===== src/include/afb_pkg.sv =====
// constants, register map and state codes of the flash bus controller
package afb_pkg;
	localparam int CLK_MHZ     = 40;
	localparam int TMR_W       = 10;
	localparam int ADDR_W      = 20;
	localparam int DATA_W      = 16;
	localparam int BUS_AW      = 5;
	localparam int SYNC_STAGES = 2;

	// pin timing in ns (us for the abort time)
	localparam int T_SETUP_NS  = 0;
	localparam int T_WP_NS     = 50;
	localparam int T_WPH_NS    = 20;
	localparam int T_HOLD_NS   = 0;
	localparam int T_WHGL_NS   = 30;
	localparam int T_RSTREC_NS = 150;
	localparam int T_PLPH_NS   = 100;
	localparam int T_ABORT_US  = 22;
	localparam int T_ACC_NS    = 70;
	localparam int T_HIZ_NS    = 20;
	localparam int T_RDY_OP_NS = T_ACC_NS + 50;
	localparam int T_RDY_QY_NS = T_ACC_NS + 100;

	// least times round up to whole cycles, never below one
	function automatic logic [TMR_W-1:0] ns_cyc(input int ns);
		int c;
		c = (ns * CLK_MHZ + 999) / 1000;
		if (c < 1) begin
			c = 1;
		end
		return TMR_W'(c);
	endfunction

	localparam logic [TMR_W-1:0] C_SETUP  = ns_cyc(T_SETUP_NS);
	localparam logic [TMR_W-1:0] C_WP     = ns_cyc(T_WP_NS);
	localparam logic [TMR_W-1:0] C_HOLD   = ns_cyc(T_HOLD_NS);
	// recovery covers both the high pulse width and the read recovery
	localparam logic [TMR_W-1:0] C_WREC   = (ns_cyc(T_WHGL_NS) > ns_cyc(T_WPH_NS)) ?
	                                        ns_cyc(T_WHGL_NS) : ns_cyc(T_WPH_NS);
	localparam logic [TMR_W-1:0] C_RSTREC = ns_cyc(T_RSTREC_NS);
	localparam logic [TMR_W-1:0] C_PLPH   = ns_cyc(T_PLPH_NS);
	localparam logic [TMR_W-1:0] C_ABORT  = ns_cyc(T_ABORT_US * 1000);
	localparam logic [TMR_W-1:0] C_RD     = ns_cyc(T_ACC_NS) + TMR_W'(SYNC_STAGES);
	localparam logic [TMR_W-1:0] C_HIZ    = ns_cyc(T_HIZ_NS);
	localparam logic [TMR_W-1:0] C_RDY_OP = ns_cyc(T_RDY_OP_NS);
	localparam logic [TMR_W-1:0] C_RDY_QY = ns_cyc(T_RDY_QY_NS);
	localparam logic [TMR_W-1:0] TMR_ONE  = TMR_W'(1);

	// register byte offsets
	localparam logic [BUS_AW-1:0] REG_CTRL     = 5'h00;
	localparam logic [BUS_AW-1:0] REG_ADDR     = 5'h04;
	localparam logic [BUS_AW-1:0] REG_WDATA    = 5'h08;
	localparam logic [BUS_AW-1:0] REG_RDATA    = 5'h0C;
	localparam logic [BUS_AW-1:0] REG_STATUS   = 5'h10;
	localparam logic [BUS_AW-1:0] REG_IRQ_STAT = 5'h14;
	localparam logic [BUS_AW-1:0] REG_IRQ_MASK = 5'h18;

	// control register fields
	localparam int CTRL_GO_READ  = 0;
	localparam int CTRL_GO_WRITE = 1;
	localparam int CTRL_GO_POLL  = 2;
	localparam int CTRL_GO_RESET = 3;
	localparam int CTRL_VPP_REL  = 4;
	localparam int CTRL_CE_CTRL  = 8;
	localparam int CTRL_VPP_REQ  = 9;
	localparam int CTRL_QUERY    = 10;

	// status register fields
	localparam int STAT_BUSY   = 0;
	localparam int STAT_READY  = 1;
	localparam int STAT_VPP    = 2;
	localparam int STAT_OPRUN  = 3;
	localparam int STAT_ERR_LO = 8;

	// interrupt bits
	localparam int IRQ_W    = 2;
	localparam int IRQ_DONE = 0;
	localparam int IRQ_ERR  = 1;

	// flash status word fields
	localparam int READY_BIT = 7;
	localparam int ERR_W     = 4;
	localparam int ERR_B0    = 1;
	localparam int ERR_B1    = 3;
	localparam int ERR_B2    = 4;
	localparam int ERR_B3    = 5;

	typedef enum logic [10:0] {
		ST_BOOT     = 11'h001,
		ST_RST_LOW  = 11'h002,
		ST_RST_REC  = 11'h004,
		ST_IDLE     = 11'h008,
		ST_RD       = 11'h010,
		ST_RD_GAP   = 11'h020,
		ST_WR_SETUP = 11'h040,
		ST_WR_PULSE = 11'h080,
		ST_WR_END   = 11'h100,
		ST_WR_REC   = 11'h200,
		ST_POLL_WT  = 11'h400
	} afb_state_t;
endpackage


===== src/include/afb_tmr_if.sv =====
// interval timer handshake between the controller and its timer
`timescale 1ns/1ps
interface afb_tmr_if #(
	parameter int W = 10
) ();
	logic         load;
	logic [W-1:0] value;
	logic         expired;

	modport ctl (output load, output value, input expired);
	modport tmr (input load, input value, output expired);
endinterface


===== src/afb_ctrl.sv =====
// host controller for an asynchronous word-wide flash bus, Avalon-MM slave
//
// Contract
// - command writes may be controlled by chip select or by write strobe
// - active write pulse lasts at least 50 ns
// - inactive interval between write pulses lasts at least 20 ns
// - wait 150 ns after reset release before starting a write
// - hold reset low at least 100 ns at power-up
// - keep program supply up until status shows no error bits
// - output enable may lag chip select without lengthening access
// - wait 30 ns after write strobe rises before asserting output enable
`timescale 1ns/1ps
module afb_ctrl
	import afb_pkg::*;
(
	input  wire logic              i_clk,
	input  wire logic              i_rstn,
	input  wire logic [BUS_AW-1:0] i_avs_address,
	input  wire logic              i_avs_read,
	input  wire logic              i_avs_write,
	input  wire logic [31:0]       i_avs_writedata,
	output logic      [31:0]       o_avs_readdata,
	output logic                   o_avs_waitrequest,
	output logic                   o_irq,
	output logic                   o_flash_ce_n,
	output logic                   o_flash_oe_n,
	output logic                   o_flash_we_n,
	output logic                   o_flash_rst_n,
	output logic                   o_flash_vpp_en,
	output logic      [ADDR_W-1:0] o_flash_addr,
	input  wire logic [DATA_W-1:0] i_flash_dq,
	output logic      [DATA_W-1:0] o_flash_dq,
	output logic                   o_flash_dq_oe
);
	typedef struct packed {
		afb_state_t        st;
		logic              ack;
		logic [31:0]       rdata_bus;
		logic              cfg_ce_ctrl;
		logic              cfg_vpp_req;
		logic              cfg_query;
		logic [ADDR_W-1:0] addr;
		logic [DATA_W-1:0] wdata;
		logic [DATA_W-1:0] status_read_value;
		logic              poll;
		logic              ready_flag;
		logic [ERR_W-1:0]  operation_error_bits;
		logic              op_run;
		logic              vpp_hold;
		logic [IRQ_W-1:0]  irq_stat;
		logic [IRQ_W-1:0]  irq_mask;
		logic              ce_n;
		logic              oe_n;
		logic              we_n;
		logic              rst_n;
		logic              dq_oe;
		logic              vpp_en;
	} afb_main_t;

	localparam afb_main_t RESET_VAL = '{
		st: ST_BOOT, ce_n: 1'b1, oe_n: 1'b1, we_n: 1'b1, rst_n: 1'b0, default: '0
	};

	afb_main_t         s;
	afb_main_t         next_s;
	logic [1:0]        rst_pipe;
	logic              rstn;
	logic [DATA_W-1:0] dq_sync;
	logic              acc;
	logic              take;
	logic              wr_ctrl;
	logic              go_read;
	logic              go_write;
	logic              go_poll;
	logic              go_reset;
	logic [IRQ_W-1:0]  irq_set;
	logic [31:0]       stat_word;
	logic              other_low;
	logic              ctl_low;

	afb_tmr_if #(.W(TMR_W)) tmr ();

	// reset release through two flops, assertion stays asynchronous
	always_ff @(posedge i_clk or negedge i_rstn) begin
		if (!i_rstn) begin
			rst_pipe <= 2'h0;
		end else begin
			rst_pipe <= {rst_pipe[0], 1'b1};
		end
	end
	assign rstn = rst_pipe[1];

	afb_sync #(.W(DATA_W)) u_dq_sync (
		.i_clk  (i_clk),
		.i_rstn (rstn),
		.i_d    (i_flash_dq),
		.o_q    (dq_sync)
	);

	afb_timer u_timer (
		.i_clk  (i_clk),
		.i_rstn (rstn),
		.t      (tmr.tmr)
	);

	always_comb begin
		stat_word                                    = '0;
		stat_word[STAT_BUSY]                         = (s.st != ST_IDLE);
		stat_word[STAT_READY]                        = s.ready_flag;
		stat_word[STAT_VPP]                          = s.vpp_en;
		stat_word[STAT_OPRUN]                        = s.op_run;
		stat_word[STAT_ERR_LO +: ERR_W]              = s.operation_error_bits;
	end

	always_comb begin
		next_s    = s;
		tmr.load  = 1'b0;
		tmr.value = '0;
		irq_set   = '0;

		// one wait cycle per access, answer on the second
		acc        = (i_avs_read | i_avs_write) & ~s.ack;
		next_s.ack = acc;
		take       = i_avs_write & s.ack;
		wr_ctrl    = take && (i_avs_address == REG_CTRL);
		go_read    = wr_ctrl && i_avs_writedata[CTRL_GO_READ];
		go_write   = wr_ctrl && i_avs_writedata[CTRL_GO_WRITE];
		go_poll    = wr_ctrl && i_avs_writedata[CTRL_GO_POLL];
		go_reset   = wr_ctrl && i_avs_writedata[CTRL_GO_RESET];

		if (acc && i_avs_read) begin
			case (i_avs_address)
				REG_CTRL: begin
					next_s.rdata_bus = '0;
					next_s.rdata_bus[CTRL_CE_CTRL] = s.cfg_ce_ctrl;
					next_s.rdata_bus[CTRL_VPP_REQ] = s.cfg_vpp_req;
					next_s.rdata_bus[CTRL_QUERY]   = s.cfg_query;
				end
				REG_ADDR:     next_s.rdata_bus = 32'(s.addr);
				REG_WDATA:    next_s.rdata_bus = 32'(s.wdata);
				REG_RDATA:    next_s.rdata_bus = 32'(s.status_read_value);
				REG_STATUS:   next_s.rdata_bus = stat_word;
				REG_IRQ_STAT: next_s.rdata_bus = 32'(s.irq_stat);
				REG_IRQ_MASK: next_s.rdata_bus = 32'(s.irq_mask);
				default:      next_s.rdata_bus = '0;
			endcase
		end

		// setup registers change only while idle so a transfer sees stable values
		if (take && (s.st == ST_IDLE)) begin
			case (i_avs_address)
				REG_CTRL: begin
					next_s.cfg_ce_ctrl = i_avs_writedata[CTRL_CE_CTRL];
					next_s.cfg_vpp_req = i_avs_writedata[CTRL_VPP_REQ];
					next_s.cfg_query   = i_avs_writedata[CTRL_QUERY];
					if (i_avs_writedata[CTRL_VPP_REL]) begin
						next_s.vpp_hold = 1'b0;
					end
				end
				REG_ADDR:  next_s.addr  = i_avs_writedata[ADDR_W-1:0];
				REG_WDATA: next_s.wdata = i_avs_writedata[DATA_W-1:0];
				default: begin
				end
			endcase
		end
		if (take && (i_avs_address == REG_IRQ_MASK)) begin
			next_s.irq_mask = i_avs_writedata[IRQ_W-1:0];
		end
		if (take && (i_avs_address == REG_IRQ_STAT)) begin
			next_s.irq_stat = s.irq_stat & ~i_avs_writedata[IRQ_W-1:0];
		end

		case (s.st)
			ST_BOOT: begin
				next_s.st = ST_RST_LOW;
				tmr.load  = 1'b1;
				tmr.value = C_PLPH - TMR_ONE;
			end
			ST_RST_LOW: begin
				if (tmr.expired) begin
					next_s.st = ST_RST_REC;
					tmr.load  = 1'b1;
					tmr.value = C_RSTREC - TMR_ONE;
				end
			end
			ST_RST_REC: begin
				if (tmr.expired) begin
					next_s.st = ST_IDLE;
					irq_set[IRQ_DONE] = 1'b1;
				end
			end
			ST_IDLE: begin
				if (go_read) begin
					next_s.st   = ST_RD;
					next_s.poll = 1'b0;
					tmr.load    = 1'b1;
					tmr.value   = C_RD - TMR_ONE;
				end else if (go_write) begin
					next_s.st = ST_WR_SETUP;
					tmr.load  = 1'b1;
					tmr.value = C_SETUP - TMR_ONE;
				end else if (go_poll) begin
					// wait for ready flag to drop
					next_s.st   = ST_POLL_WT;
					next_s.poll = 1'b1;
					tmr.load    = 1'b1;
					tmr.value   = (s.cfg_query ? C_RDY_QY : C_RDY_OP) - TMR_ONE;
				end
			end
			ST_WR_SETUP: begin
				if (tmr.expired) begin
					next_s.st = ST_WR_PULSE;
					tmr.load  = 1'b1;
					tmr.value = C_WP - TMR_ONE;
				end
			end
			ST_WR_PULSE: begin
				if (tmr.expired) begin
					next_s.st = ST_WR_END;
					tmr.load  = 1'b1;
					tmr.value = C_HOLD - TMR_ONE;
				end
			end
			ST_WR_END: begin
				if (tmr.expired) begin
					next_s.st = ST_WR_REC;
					tmr.load  = 1'b1;
					tmr.value = C_WREC - TMR_ONE;
					if (s.cfg_vpp_req) begin
						next_s.op_run   = 1'b1;
						next_s.vpp_hold = 1'b1;
					end
				end
			end
			ST_WR_REC: begin
				if (tmr.expired) begin
					next_s.st = ST_IDLE;
					irq_set[IRQ_DONE] = 1'b1;
				end
			end
			ST_POLL_WT: begin
				if (tmr.expired) begin
					// status read uses array read timing
					next_s.st = ST_RD;
					tmr.load  = 1'b1;
					tmr.value = C_RD - TMR_ONE;
				end
			end
			ST_RD: begin
				if (tmr.expired) begin
					next_s.status_read_value = dq_sync;
					if (s.poll) begin
						next_s.ready_flag           = dq_sync[READY_BIT];
						next_s.operation_error_bits = {dq_sync[ERR_B3], dq_sync[ERR_B2],
						                               dq_sync[ERR_B1], dq_sync[ERR_B0]};
					end
					next_s.st = ST_RD_GAP;
					tmr.load  = 1'b1;
					tmr.value = C_HIZ - TMR_ONE;
				end
			end
			ST_RD_GAP: begin
				if (tmr.expired) begin
					if (s.poll && !s.ready_flag) begin
						next_s.st = ST_RD;
						tmr.load  = 1'b1;
						tmr.value = C_RD - TMR_ONE;
					end else begin
						next_s.st = ST_IDLE;
						irq_set[IRQ_DONE] = 1'b1;
						if (s.poll) begin
							next_s.op_run = 1'b0;
							if (s.operation_error_bits == '0) begin
								next_s.vpp_hold = 1'b0;
							end else begin
								irq_set[IRQ_ERR] = 1'b1;
							end
						end
					end
				end
			end
			default: begin
				next_s.st = ST_BOOT;
			end
		endcase

		// reset command wins over any transfer in progress
		if (go_reset && (s.st != ST_BOOT) && (s.st != ST_RST_LOW)) begin
			// long hold aborts a running operation
			next_s.st       = ST_RST_LOW;
			tmr.load        = 1'b1;
			tmr.value       = (s.op_run ? C_ABORT : C_PLPH) - TMR_ONE;
			next_s.op_run   = 1'b0;
			next_s.vpp_hold = 1'b0;
		end

		// set wins over a clear in the same cycle
		next_s.irq_stat = next_s.irq_stat | irq_set;

		// pins follow the next state so they leave flops
		other_low = (next_s.st == ST_WR_SETUP) || (next_s.st == ST_WR_PULSE) ||
		            (next_s.st == ST_WR_END);
		ctl_low   = (next_s.st == ST_WR_PULSE);
		// controlling strobe falls last and rises first
		if (next_s.cfg_ce_ctrl) begin
			next_s.ce_n = ~ctl_low & (next_s.st != ST_RD);
			next_s.we_n = ~other_low;
		end else begin
			next_s.ce_n = ~other_low & (next_s.st != ST_RD);
			next_s.we_n = ~ctl_low;
		end
		// output enable falls together with chip select
		next_s.oe_n   = (next_s.st != ST_RD);
		next_s.dq_oe  = other_low;
		next_s.rst_n  = (next_s.st != ST_BOOT) && (next_s.st != ST_RST_LOW);
		next_s.vpp_en = next_s.cfg_vpp_req | next_s.vpp_hold;
	end

	always_ff @(posedge i_clk or negedge rstn) begin
		if (!rstn) begin
			s <= RESET_VAL;
		end else begin
			s <= next_s;
		end
	end

	assign o_avs_waitrequest = (i_avs_read | i_avs_write) & ~s.ack;
	assign o_avs_readdata    = s.rdata_bus;
	assign o_irq             = |(s.irq_stat & s.irq_mask);
	assign o_flash_ce_n      = s.ce_n;
	assign o_flash_oe_n      = s.oe_n;
	assign o_flash_we_n      = s.we_n;
	assign o_flash_rst_n     = s.rst_n;
	assign o_flash_vpp_en    = s.vpp_en;
	assign o_flash_addr      = s.addr;
	assign o_flash_dq        = s.wdata;
	assign o_flash_dq_oe     = s.dq_oe;
endmodule


===== src/afb_sync.sv =====
// two-stage synchroniser for pin inputs
`timescale 1ns/1ps
module afb_sync #(
	parameter int W = 16
) (
	input  wire logic         i_clk,
	input  wire logic         i_rstn,
	input  wire logic [W-1:0] i_d,
	output logic      [W-1:0] o_q
);
	typedef struct packed {
		logic [W-1:0] s1;
		logic [W-1:0] s2;
	} afb_sync_t;

	afb_sync_t s;
	afb_sync_t next_s;

	always_comb begin
		next_s    = s;
		next_s.s1 = i_d;
		next_s.s2 = s.s1;
	end

	always_ff @(posedge i_clk or negedge i_rstn) begin
		if (!i_rstn) begin
			s <= '0;
		end else begin
			s <= next_s;
		end
	end

	assign o_q = s.s2;
endmodule


===== src/afb_timer.sv =====
// down counter that marks the end of a loaded interval
`timescale 1ns/1ps
module afb_timer
	import afb_pkg::*;
(
	input  wire logic i_clk,
	input  wire logic i_rstn,
	afb_tmr_if.tmr    t
);
	typedef struct packed {
		logic [TMR_W-1:0] cnt;
	} afb_tmr_t;

	afb_tmr_t s;
	afb_tmr_t next_s;

	always_comb begin
		next_s = s;
		if (t.load) begin
			next_s.cnt = t.value;
		end else if (s.cnt != '0) begin
			next_s.cnt = s.cnt - TMR_ONE;
		end
	end

	always_ff @(posedge i_clk or negedge i_rstn) begin
		if (!i_rstn) begin
			s <= '0;
		end else begin
			s <= next_s;
		end
	end

	assign t.expired = (s.cnt == '0);
endmodule


===== config.mk =====
export PLATFORM = sky130hd
export DESIGN_NAME = afb_ctrl
export DESIGN_NICKNAME = d
export VERILOG_FILES = /design/src/include/afb_pkg.sv /design/src/include/afb_tmr_if.sv /design/src/afb_ctrl.sv /design/src/afb_sync.sv /design/src/afb_timer.sv
export SDC_FILE = /design/constraint.sdc
export NUM_CORES = 1
export LEC_CHECK = 0
export ABC_AREA = 1
export BUFFER_PORTS_ARGS = -buffer_cell sky130_fd_sc_hd__buf_2
export CAP_MARGIN = 20
export CORE_ASPECT_RATIO = 0.5
export CORE_MARGIN = 4
export CORE_UTILIZATION = 30
export DETAILED_ROUTE_END_ITERATION = 8
export PLACE_DENSITY_LB_ADDON = 0.25
export SLEW_MARGIN = 30
export SYNTH_ARGS = -nofsm -noshare
export SYNTH_HDL_FRONTEND = slang
export SYNTH_SLANG_ARGS = --single-unit

===== constraint.sdc =====
create_clock -name i_clk -period 12.8 [get_ports i_clk]
set_input_delay 1.92 -clock i_clk [delete_from_list [all_inputs] [get_ports i_clk]]
set_output_delay 1.92 -clock i_clk [all_outputs]
set_load 0.01 [all_outputs]

==> results.toml <==
[run_status]
status = "completed"

[clock_network]
ctsResizeCount = 0
worstSkewPairLatency_ns = 0.43
clk_path_buf_depth = 2
path_clk_slew_ns = 0.06
htreeDepth = 4
ctsHoldBuffers = 0
clock-sinks = 149
cts_made_buffers = 17
cts_root_buf = "clkbuf_16"
post_cts_buffers = 0
tritoncts = "built"

[global_routing]
grt_first_pass_wirelength_mm = 29.8
grt_remaining_overflow = 0
antenna_found_initial = 0
grt_use_total_pct = 14.5
grt_max_degree = 65
first_global_vias = 5502

[timing]
setup_violations = 0
finalHoldViolations = 0
fin_crit_ns = 4.32
relSlewSlack_pct = 47.5
slew_viol_final = 0
period_share_pct = 33.7
max_freq_ghz = 0.232
timing.setup.tns_ns = 0
holdWs_ns = 0.250
grt_setup_unrepaired = "no"
skew_ns = 0.0107
worst_pin_slew_ns = 0.787

[floorplanning]
io_pins = 133
core-area_sq_um = 23100
die-area_sq_um = 26600
die-height_um = 117
row_count = 39
initial_utilization_pct = 31.0
die_w_um = 226

[routing]
drc_errors = 0
routed_via_density = 4.50
num_vias = 5484
drtAntennaViolNets = 0
drt-total-wl_mm = 18.9
drtPass1Iterations = 5
drt_first_iter_violations = 350
wl_per_cell_um = 15.5

[synthesis]
yosysTopAreaCell = "dfrtp_1"
synth_top_area_share_pct = 50.7
synthArstFlopShare_pct = 100
synth-seq-cells = 149
ys_seq_area_share_pct = 52.1
netlist_instances = 838
synth.distinct_cells = 42
synth.most_common_cell = "nand2_1"
yosysWarnings = 0
yosys-top-cells-area = "dfrtp_1 (51%), nand2_1 (11%), buf_4 (7.1%), o21ai_0 (4.5%), inv_1 (4.3%)"
syn-cell-area_sq_um = 7160
avgSynthCellArea_sq_um = 8.54
synth_top_flop_cell = "dfrtp_1"
synth-edff-count = 0
yosys-top-cells-count = "nand2_1 (217), dfrtp_1 (145), inv_1 (82)"

[critical_path]
cpLargestDelayFamily = "buffers and inverters"
crit_path_end_kind = "output port"
critPathMaxFanout = 3
crit_arrival_ns = 2.40
worstPathCellList = "buf_2 > nor2_1 > nor2_1 > buf_2"
cp.buffers_inverters = 2
slowest_delay_ns = 0.18
critPathKind = "primary input to output port"
cp_slowest_cell = "nor2_1"
worstPathRequired_ns = 10.88
start_kind = "primary input"

[place]
place_congestion = 0.851
place_hpwl_mm = 13.9
numPortBuffers = 108
dp.cells = 1186

[run]
cap_violations = 0

[hold_path]
hp-class = "register to async pin"

[final_layout]
syn2layout_area_growth_pct = 13.9
drive_above_1_share_pct = 22.2
fill_cells = 2418
final_cells = 1218
antenna_cells = 0
fin_nets = 957

[power]
powerDensity_nw_per_um2 = 150
ir_drop_v = 0.0000883
leakage_nw = 4.31
layer usage:
metal	GRT usage, %	part of all wire [%]	wire length [um]
met1	19.2	46	8670
met2	24.5	49	9200
met3	2.72	3.4	650
met4	4.82	1.9	367
met5	0	0	0
area by class of cell:
cell class | instances | area (sq um) | area share (%)
Clock buffer | 18 | 429 | 5.26
Inverter | 88 | 330 | 4.05
Multi-Input combinational cell | 527 | 2560 | 31.4
Tap cell | 307 | 384 | 4.71
Timing Repair Buffer | 115 | 593 | 7.28
Clock inverter | 14 | 116 | 1.43
Sequential cell | 149 | 3740 | 45.8
worst register-to-register path, stage by stage, from the launching register on:
cell and delay (ns):
dfrtp_1 0.41, nor2_1 0.28, nand2_1 0.08, nor2_1 0.10, nand3_1 0.49, inv_1 0.50, nand3_1 0.13, o31ai_1 0.31
o21ai_1 0.09
layout by cell type (no fill, tap or decap), types with 7 or more instances in the layout:
| cell | n |
|---|---|
| a21oi_1 | 21 |
| buf_2 | 108 |
| buf_4 | 7 |
| clkbuf_16 | 17 |
| conb_1 | 13 |
| dfrtp_1 | 144 |
| inv_1 | 82 |
| inv_6 | 7 |
| nand2_1 | 217 |
| nand2_2 | 16 |
| nand3_1 | 32 |
| nand3_2 | 7 |
| nand4_1 | 8 |
| nor2_1 | 73 |
| nor3_1 | 10 |
| o21ai_0 | 65 |
power by group:
group          leakage, nW  internal [mW]  switching, mW
logic                 2.16         0.0777          0.152
clock network        0.257          0.253          0.219
registers             1.89          0.501         0.0194
total                 4.31          0.832          0.390
state kept, by name (all words and copies together), names as in the netlist, 2 cells and up:
register,flops
u_timer.s,10
s,43
u_dq_sync.next_s,16
o_flash_dq,16
o_flash_addr,20
rst_pipe,2
u_dq_sync.o_q,16
o_avs_readdata,20
per-stage QoR:
| step | util, % | power [mW] | setup slack, ns | area [sq um] |
|---|---|---|---|---|
| final | 35.2 | 1.22 | 8.48 | 8150 |
| after global routing | 35.2 | 1.29 | 8.45 | 8150 |
| after CTS | 35.2 | 1.24 | 8.51 | 8150 |
| after detailed placement | 32.9 | 0.761 | 8.51 | 7610 |
| after global placement | 32.9 | 0.760 | 8.54 | 7600 |
| after floorplan | - | 0.703 | 8.35 | 7200 |
path summary, 6_finish.rpt:
path | depth (start not counted) | endpoint | start | slack [ns]
max | 4 | o_avs_waitrequest | i_avs_write | 8.48
min | 0 | s[115]$_DFF_PN0_ | rst_pipe[1]$_DFF_PN0_ | 0.25
max reg2reg | 8 | o_flash_vpp_en$_DFF_PN0_ | u_timer.s[3]$_DFFE_PN0P_ | 10.27
min reg2reg | 0 | s[115]$_DFF_PN0_ | rst_pipe[1]$_DFF_PN0_ | 0.25
max in group asynchronous | 2 | u_dq_sync.next_s[2]$_DFF_PN0_ | rst_pipe[1]$_DFF_PN0_ | 10.64
min in group i_clk | 0 | u_dq_sync.o_q[12]$_DFF_PN0_ | u_dq_sync.next_s[12]$_DFF_PN0_ | 0.35
cell families (layout without fill, tap and decap cells):
group | count (synthesis) | after routing | synth area share [%]
multiplexers | 4 | 4 | 0.629
flip-flops | 149 | 149 | 52.1
adder cells (fa/ha/maj) | 2 | 2 | 0.349
XOR/XNOR | 8 | 8 | 0.979
AO/OA/AOI/OAI | 121 | 121 | 9.58
buffers and inverters | 173 | 235 | 12.7
other | 2 | 13 | 0.105
AND/OR/NAND/NOR | 379 | 379 | 23.5
Note: power is estimated with default switching activity, not from simulation.
